$ cat src/sdc_pkg.sv
// shared constants for the synthesizer divider configuration block
package sdc_pkg;
	// feedback ratio layout, unsigned 11.32 fixed point
	localparam int FB_INT_W  = 11;
	localparam int FB_FRAC_W = 32;
	localparam int FB_W      = FB_INT_W + FB_FRAC_W;
	// high-speed divider and post divider code widths
	localparam int HS_W      = 11;
	localparam int POST_W    = 3;
	// high-speed ratio limits: any value low, even only high
	localparam logic [HS_W-1:0] HS_MIN     = 11'h005;
	localparam logic [HS_W-1:0] HS_ODD_MAX = 11'h021;
	localparam logic [HS_W-1:0] HS_MAX     = 11'h7fe;
	// post divider codes at or above this all divide by 32
	localparam logic [POST_W-1:0] POST_CODE_SAT = 3'h5;
	// bit positions inside the shared packed byte
	localparam int PK_POST_MSB = 6;
	localparam int PK_POST_LSB = 4;
	localparam int PK_HS_MSB   = 2;
	localparam int PK_HS_LSB   = 0;
	// control voltage converter word and its mid-supply code
	localparam int              CV_W   = 12;
	localparam logic [CV_W-1:0] CV_MID = 12'h800;
	// full scale gain of 128 means unity, hence a shift of 7
	localparam int GAIN_W     = 8;
	localparam int GAIN_SHIFT = 7;
	// converter clock is the vco over rate divider over 8
	localparam int ADC_DECIM_SHIFT = 3;
	localparam int ADC_SEL_W       = 5;
	// tuning gain word width
	localparam int TUNE_W = 16;
	// reset values: 70 / 1 / 71.9036697 (156.75 MHz plan)
	localparam logic [HS_W-1:0]   RST_HS   = 11'h046;
	localparam logic [POST_W-1:0] RST_POST = 3'h0;
	localparam logic [FB_W-1:0]   RST_FB   = 43'h047e756e62a;
endpackage : sdc_pkg

$ cat src/sdc_div_if.sv
// link between the vco model and the output divider chain
interface sdc_div_if;
	import sdc_pkg::*;
	logic              vco_tick;  // one vco half period elapsed
	logic [HS_W-1:0]   hs_ratio;  // accepted high-speed ratio
	logic [POST_W-1:0] post_code; // accepted post divider code
	logic              out_level; // divided output level

	modport core (output vco_tick, output hs_ratio, output post_code,
		input out_level);
	modport chain (input vco_tick, input hs_ratio, input post_code,
		output out_level);
endinterface : sdc_div_if

$ cat src/sdc_out_divider.sv
// high-speed divider followed by the power-of-two post divider
module sdc_out_divider
	import sdc_pkg::*;
(
	input wire logic sys_clk,  // system clock
	input wire logic rst_n,    // synchronised reset, active low
	input wire logic clk_en,   // freezes all state while low
	sdc_div_if.chain dv        // ticks in, divided level out
);
	logic [HS_W-1:0] hs_cnt;       // half periods counted so far
	logic [HS_W-1:0] next_hs_cnt;
	logic            hs_lvl;       // high-speed divider output
	logic            next_hs_lvl;
	logic [4:0]      post_cnt;     // hs half periods counted
	logic [4:0]      next_post_cnt;
	logic            post_lvl;     // post divider output
	logic            next_post_lvl;
	logic [4:0]      post_last;    // last count before toggling
	logic            hs_edge;      // hs output toggles now

	// counting vco half periods gives a 50% duty cycle
	// for odd ratios too, without a separate correction stage
	always_comb begin
		next_hs_cnt = hs_cnt;
		next_hs_lvl = hs_lvl;
		hs_edge     = 1'b0;
		if (dv.vco_tick) begin
			if (hs_cnt >= dv.hs_ratio - 11'h001) begin
				next_hs_cnt = '0;
				next_hs_lvl = ~hs_lvl;
				hs_edge     = 1'b1;
			end else begin
				next_hs_cnt = hs_cnt + 11'h001;
			end
		end
	end

	// post divider: code 0..4 gives 2^code, above saturates at 32
	always_comb begin
		if (dv.post_code >= POST_CODE_SAT) begin
			post_last = 5'h1f;
		end else begin
			post_last = 5'((6'h01 << dv.post_code) - 6'h01);
		end
		next_post_cnt = post_cnt;
		next_post_lvl = post_lvl;
		if (hs_edge) begin
			if (post_cnt >= post_last) begin
				next_post_cnt = '0;
				next_post_lvl = ~post_lvl;
			end else begin
				next_post_cnt = post_cnt + 5'h01;
			end
		end
	end

	// register the chain; ratio 1 is simply the toggle every hs edge
	always_ff @(posedge sys_clk or negedge rst_n) begin
		if (!rst_n) begin
			hs_cnt   <= '0;
			hs_lvl   <= 1'b0;
			post_cnt <= '0;
			post_lvl <= 1'b0;
		end else if (clk_en) begin
			hs_cnt   <= next_hs_cnt;
			hs_lvl   <= next_hs_lvl;
			post_cnt <= next_post_cnt;
			post_lvl <= next_post_lvl;
		end
	end

	assign dv.out_level = post_lvl;
endmodule : sdc_out_divider

$ cat src/sdc_synth_top.sv
// divider configuration, vco model and converter timing top level
// How it works
// - post code 0-4 divides 2^code, else 32
// - high-speed ratio 5-33 any, 34-2046 even
// - odd high-speed ratios keep 50% duty cycle
// - output is vco over both divider ratios
// - vco tracks crystal times ratio, tuned by voltage
// - converter sample rate follows the vco frequency
// - all divider values are unsigned, positive
// - feedback ratio is 43-bit unsigned 11.32
// - high-speed divider is 11-bit unsigned integer
// - packed byte: post code 6:4, hs 2:0
module sdc_synth_top
	import sdc_pkg::*;
#(
	parameter int TUNE_SHIFT = 20  // tuning gain word scale, 2^-20
)
(
	input  wire logic                 sys_clk,
	input  wire logic                 arst_n,
	input  wire logic                 clk_en,
	input  wire logic                 cfg_load,
	input  wire logic [7:0]           cfg_hs_low_byte,
	input  wire logic [7:0]           cfg_packed_byte,
	input  wire logic [FB_W-1:0]      feedback_frac_ratio,
	input  wire logic [TUNE_W-1:0]    tuning_gain_ppm_per_volt,
	input  wire logic [GAIN_W-1:0]    ctrl_adc_full_scale_gain,
	input  wire logic [ADC_SEL_W-1:0] adc_rate_divider_sel,
	input  wire logic [CV_W-1:0]      control_voltage,
	output logic                      clk_out,
	output logic                      vco_tick,
	output logic                      adc_sample,
	output logic                      cfg_error,
	output logic [HS_W-1:0]           high_speed_out_divider,
	output logic [POST_W-1:0]         pow2_post_divider,
	output logic [FB_INT_W-1:0]       feedback_integer_part,
	output logic [FB_FRAC_W-1:0]      feedback_fraction_part
);
	// reset release through two flops
	logic rst_s1;
	logic rst_n;

	always_ff @(posedge sys_clk or negedge arst_n) begin
		if (!arst_n) begin
			rst_s1 <= 1'b0;
			rst_n  <= 1'b0;
		end else begin
			rst_s1 <= 1'b1;
			rst_n  <= rst_s1;
		end
	end

	// accepted configuration
	logic [HS_W-1:0]   hs_ratio;
	logic [HS_W-1:0]   next_hs_ratio;
	logic [POST_W-1:0] post_code;
	logic [POST_W-1:0] next_post_code;
	logic [FB_W-1:0]   fb_ratio;
	logic [FB_W-1:0]   next_fb_ratio;
	logic              next_cfg_error;
	logic [HS_W-1:0]   req_hs;        // ratio assembled from bytes
	logic              req_ok;        // requested ratio is legal

	// unpack the request and check it; a bad ratio leaves the old
	// setting running, since a stopped output is worse than a stale one
	always_comb begin
		req_hs = {cfg_packed_byte[PK_HS_MSB:PK_HS_LSB],
			cfg_hs_low_byte};
		req_ok = (req_hs >= HS_MIN) && (req_hs <= HS_MAX)
			&& !(req_hs[0] && (req_hs > HS_ODD_MAX));
		next_hs_ratio  = hs_ratio;
		next_post_code = post_code;
		next_fb_ratio  = fb_ratio;
		next_cfg_error = cfg_error;
		if (cfg_load) begin
			if (req_ok) begin
				next_hs_ratio  = req_hs;
				next_post_code = cfg_packed_byte[PK_POST_MSB:PK_POST_LSB];
				next_fb_ratio  = feedback_frac_ratio;
				next_cfg_error = 1'b0;
			end else begin
				next_cfg_error = 1'b1;
			end
		end
	end

	// configuration registers
	always_ff @(posedge sys_clk or negedge rst_n) begin
		if (!rst_n) begin
			hs_ratio  <= RST_HS;
			post_code <= RST_POST;
			fb_ratio  <= RST_FB;
			cfg_error <= 1'b0;
		end else if (clk_en) begin
			hs_ratio  <= next_hs_ratio;
			post_code <= next_post_code;
			fb_ratio  <= next_fb_ratio;
			cfg_error <= next_cfg_error;
		end
	end

	// readback of the running setting, straight from flops
	always_comb begin
		high_speed_out_divider = hs_ratio;
		pow2_post_divider      = post_code;
		feedback_integer_part  = fb_ratio[FB_W-1:FB_FRAC_W];
		feedback_fraction_part = fb_ratio[FB_FRAC_W-1:0];
	end

	// control voltage pin: three flops, accepted once 2nd and 3rd agree
	logic [CV_W-1:0] cv_s1;
	logic [CV_W-1:0] cv_s2;
	logic [CV_W-1:0] cv_s3;
	logic [CV_W-1:0] cv_stable;
	logic [CV_W-1:0] next_cv_stable;
	logic [CV_W-1:0] cv_held;      // value taken at converter sample
	logic [CV_W-1:0] next_cv_held;

	// converter timing state
	logic [7:0]      adc_cnt;      // vco half periods since sample
	logic [7:0]      next_adc_cnt;
	logic            next_adc_sample;
	logic [7:0]      adc_last;

	// converter clock is vco / rate divider / 8
	always_comb begin
		next_cv_stable = (cv_s2 == cv_s3) ? cv_s3 : cv_stable;
		adc_last = 8'({adc_rate_divider_sel, 3'h0} - 8'h01);
		next_adc_cnt    = adc_cnt;
		next_adc_sample = 1'b0;
		next_cv_held    = cv_held;
		if (vco_tick) begin
			if (adc_cnt >= adc_last) begin
				next_adc_cnt    = '0;
				next_adc_sample = 1'b1;
				next_cv_held    = cv_stable;
			end else begin
				next_adc_cnt = adc_cnt + 8'h01;
			end
		end
	end

	// synchroniser and converter registers
	always_ff @(posedge sys_clk or negedge rst_n) begin
		if (!rst_n) begin
			cv_s1      <= CV_MID;
			cv_s2      <= CV_MID;
			cv_s3      <= CV_MID;
			cv_stable  <= CV_MID;
			cv_held    <= CV_MID;
			adc_cnt    <= '0;
			adc_sample <= 1'b0;
		end else if (clk_en) begin
			cv_s1      <= control_voltage;
			cv_s2      <= cv_s1;
			cv_s3      <= cv_s2;
			cv_stable  <= next_cv_stable;
			cv_held    <= next_cv_held;
			adc_cnt    <= next_adc_cnt;
			adc_sample <= next_adc_sample;
		end
	end

	// vco model: phase accumulator whose step is the tuned ratio
	logic signed [21:0] cv_off;    // offset from mid supply, gained
	logic signed [82:0] tune_prod;
	logic signed [82:0] tune_sum;
	logic [FB_W-1:0]    nco_step;
	logic [FB_W-1:0]    nco_acc;
	logic [FB_W-1:0]    next_nco_acc;
	logic               next_vco_tick;

	// the step is ratio * (1 + gain * offset); carries mark vco
	// half periods, so the step must stay below 2^43 per cycle
	always_comb begin
		cv_off = 22'((($signed({1'b0, cv_held}) - $signed({1'b0, CV_MID}))
			* $signed({1'b0, ctrl_adc_full_scale_gain})) >>> GAIN_SHIFT);
		tune_prod = 83'($signed({1'b0, fb_ratio})
			* $signed({1'b0, tuning_gain_ppm_per_volt}) * cv_off);
		tune_sum = $signed({40'h0, fb_ratio})
			+ (tune_prod >>> TUNE_SHIFT);
		if (tune_sum[82]) begin
			nco_step = '0; // pulled below zero: hold still
		end else if (|tune_sum[81:FB_W]) begin
			nco_step = '1; // saturate rather than wrap
		end else begin
			nco_step = tune_sum[FB_W-1:0];
		end
		{next_vco_tick, next_nco_acc} = {1'b0, nco_acc}
			+ {1'b0, nco_step};
	end

	// accumulator registers
	always_ff @(posedge sys_clk or negedge rst_n) begin
		if (!rst_n) begin
			nco_acc  <= '0;
			vco_tick <= 1'b0;
		end else if (clk_en) begin
			nco_acc  <= next_nco_acc;
			vco_tick <= next_vco_tick;
		end
	end

	// output divider chain
	sdc_div_if dv ();

	assign dv.vco_tick  = vco_tick;
	assign dv.hs_ratio  = hs_ratio;
	assign dv.post_code = post_code;

	sdc_out_divider u_out_divider (
		.sys_clk (sys_clk),
		.rst_n   (rst_n),
		.clk_en  (clk_en),
		.dv      (dv.chain)
	);

	// output flop after the chain
	always_ff @(posedge sys_clk or negedge rst_n) begin
		if (!rst_n) begin
			clk_out <= 1'b0;
		end else if (clk_en) begin
			clk_out <= dv.out_level;
		end
	end
endmodule : sdc_synth_top

$ cat config.mk
export PLATFORM = sky130hd
export DESIGN_NAME = sdc_synth_top
export DESIGN_NICKNAME = d
export VERILOG_FILES = /design/src/sdc_pkg.sv /design/src/sdc_div_if.sv /design/src/sdc_out_divider.sv /design/src/sdc_synth_top.sv
export SDC_FILE = /design/constraint.sdc
export NUM_CORES = 2
export LEC_CHECK = 0
export BUFFER_PORTS_ARGS = -buffer_cell sky130_fd_sc_hd__buf_2
export CAP_MARGIN = 10
export CORE_MARGIN = 2
export CORE_UTILIZATION = 55
export DETAILED_ROUTE_END_ITERATION = 8
export HOLD_SLACK_MARGIN = 0.12
export PLACE_DENSITY = 0.74
export SYNTH_ARGS = -nofsm -noshare
export SYNTH_HDL_FRONTEND = slang
export SYNTH_SLANG_ARGS = --single-unit
export TNS_END_PERCENT = 50
$ cat constraint.sdc
create_clock -name sys_clk -period 6 [get_ports sys_clk]
set_clock_uncertainty 0.1 [all_clocks]
set_input_delay 1.2 -clock sys_clk [delete_from_list [all_inputs] [get_ports sys_clk]]
set_output_delay 1.2 -clock sys_clk [all_outputs]
set_load 0.1 [all_outputs]
==> results.yml <==
yosys:
  synth-edff-count: 0
  synth.avg_cell_area_um2: 8.69
  yosysWarnings: 0
  seq_area_frac_synth_pct: 7.29
  syn_nets: 9572
  async_flop_share_pct: 100
  yosysUniqueCellTypes: 92
  ys_ff_latch: 191
  synth-main-ff-cell: "dfrtp_1"
  netlist_instances: 7597
  netlist_area_um2: 66000
worst_setup_path:
  crit_fanout: 9
  r2r_slack_ps: -11730
  slowest_delay_ps: 540
  rr_startpoint: "fb_ratio[5]"
  cp-end-kind: "flip-flop"
  start_kind: "primary input"
  worst_ep_arrival_time_ps: 18190
  cp.required_ps: 6300
  cp-startpoint: "tuning_gain_ppm_per_volt[5]"
  crit_path_end: "nco_acc[42]"
  rr_worst_depth: 76
  rr_endpoint: "nco_acc[42]"
  path_common_cell: "fa_1"
  worstSetupPathType: "primary input to flip-flop"
  cp_slowest_cell: "fa_1"
clock_network:
  cts_hold_buf: 0
  cts_sinks: 191
  cts_tree: "done"
  htree_num_levels: 4
  cts_root_buf: "clkbuf_16"
  cts_made_buffers: 17
  clock_path_buffers: 2
  insertion_delay_ps: 520
  path_clk_slew_ps: 70
timing:
  hold_viol: 0
  grt_setup_unrepaired: "yes"
  period_share_pct: 298
  period_minus_slack_ps: 17890
  setup_viol: 44
  fin_tns_setup_ps: -494110
  hold-worst-slack_ps: 255
  tightest_slew_ps: 1200
  fmax_ghz: 0.0559
  maxSlewHeadroom_pct: 19.7
  drv_slew: 0
  setup_ws_ps: -11890
run:
  drv_cap: 0
detailed_routing:
  drc: 0
  vias: 57900
  antenna_left: 0
  wl_um: 212000
  drtIter0Drc: 4033
  viasPerCell: 5.51
  drt-pass1-iter-count: 6
  routedWlPerCell_um: 20.2
cells_and_area:
  multiInputGateArea_um2: 56400
  nFillCells: 9275
  fin_cells: 10500
  final_common_cell: "inv_1"
  area_growth_pct: 24.8
  drive_gt1_share_pct: 24.4
  final_nets: 10900
  final_cell_mix: "inv_1 (1,537), fa_1 (1,375), buf_4 (1,352), nand2_1 (1,210), and2_1 (465)"
  seq_area_um2: 4820
  final_area_um2: 82400
outcome:
  status: "complete, but fails checks"
  violations: "negative setup slack"
die:
  num_rows: 127
  pin_count: 165
  start_util_pct: 55.3
  die-area_um2: 123000
  die_w_um: 351
  core-area_um2: 119000
  die_h_um: 351
global_route:
  gr-usage-all-layers_pct: 35.4
  grt-ovfl-total: 0
  grt_pass1_wl_um: 335000
  grt_pass1_vias: 62600
  grt_max_degree: 137
  antenna_found_initial: 21
hold_path:
  holdCritPathClass: "flip-flop to flip-flop"
placement:
  portBuffers: 162
  placed_cell_area_um2: 78800
  gp_congestion: 1.00
  dp_hpwl_um: 179000
  dp.cells: 10400
[kinds of logic after synthesis]
logic type	synth area share [%]
and+or+nand+nor	17.4
buffers and inverters	10.9
adders and majority gates	51.3
AOI/OAI and AO/OA	8.16
xor gates and xnor gates	3.47
DFF	7.29
muxes	1.58
other	0.00568
[how the worst min path moves through the flow]
stage	startpoint	endpoint	slack (ps)	depth (start not counted)
after floorplan	rst_s1	rst_n	230	0
after global placement	rst_s1	rst_n	240	0
after detailed placement	rst_s1	rst_n	240	0
after CTS	rst_s1	rst_n	260	0
after global routing	rst_s1	rst_n	260	0
final	rst_s1	rst_n	260	0
[final cells by class]
| type | count | share of cell area, % |
|---|---|---|
| timing repair buffer | 1603 | 15.4 |
| antenna | 9 | 0.0273 |
| inverter | 1559 | 7.11 |
| tap | 1612 | 2.45 |
| multi-input combinational | 5507 | 68.4 |
| sequential | 191 | 5.85 |
| clock buffer | 18 | 0.533 |
| clock inverter | 14 | 0.222 |
[repair_timing]
action	in CTS	in global routing
setup endpoints to repair	44	44
gates cloned	9	2
resized for setup	282	173
pin swaps	170	87
buffers inserted	48	32
[cells in the mapped netlist, drive strengths merged (6+ instances only)]
cell / count / area, um^2
mux2: 89 / 1000
a2111oi: 11 / 134
and4b: 7 / 73.8
buf: 17 / 104
o211ai: 23 / 173
fa: 1392 / 27900
a41oi: 49 / 474
dfrtp: 161 / 4030
dfstp: 30 / 788
a31o: 9 / 78.8
a221oi: 10 / 93.8
a21boi: 9 / 67.6
nor2: 370 / 1390
a31oi: 32 / 200
clkbuf: 323 / 1210
nor3b: 9 / 67.6
and3: 53 / 332
inv: 1558 / 5850
nor3: 47 / 246
nand3: 80 / 400
o21bai: 31 / 233
xor2: 101 / 892
nor2b: 34 / 213
nor4: 15 / 115
nand2b: 52 / 325
o21ai: 139 / 707
ha: 479 / 5990
nand4: 49 / 313
nand2: 1237 / 4640
a211o: 6 / 52.6
a21oi: 220 / 1100
or3: 14 / 87.6
and2: 479 / 3000
o21a: 25 / 188
xnor2: 159 / 1400
or2: 12 / 75.1
a21o: 144 / 1080
o31ai: 22 / 165
nand3b: 7 / 52.6
a211oi: 18 / 148
[layer usage]
layer  global-route usage, %  vias up  wire length (um)
li1                        -    25700                 -
met1                    41.5    29200             76600
met2                    60.0     2339            103000
met3                    6.38      692             15600
met4                    22.9       14             16200
met5                       0        -               103
[flip-flops by register name, indices dropped and copies added (netlist names), 3 cells and up]
name / count
u_out_divider.post_cnt: 5
cv_s3: 12
adc_cnt: 8
cv_stable: 12
pow2_post_divider: 3
nco_acc: 43
high_speed_out_divider: 11
cv_held: 12
u_out_divider.hs_cnt: 11
cv_s1: 12
fb_ratio: 43
cv_s2: 12
[critical path: cells and delay by family]
kind	cells	cell delay, ps
and+or+nand+nor	16	2460
buffers and inverters	14	1610
AOI/OAI and AO/OA	29	5620
xor gates and xnor gates	2	320
adders and majority gates	16	6940
[through the flow]
stage / utilization [%] / worst slack [ps]
after floorplan: - / -12130
after global placement: 66.0 / -12820
after detailed placement: 66.0 / -13000
after CTS: 68.0 / -11680
after global routing: 68.9 / -12550
final: 68.9 / -11890
Power is left out: the tool's default activity adds up to more than one toggle a clock period on the data nets, which glitch-free logic cannot reach.
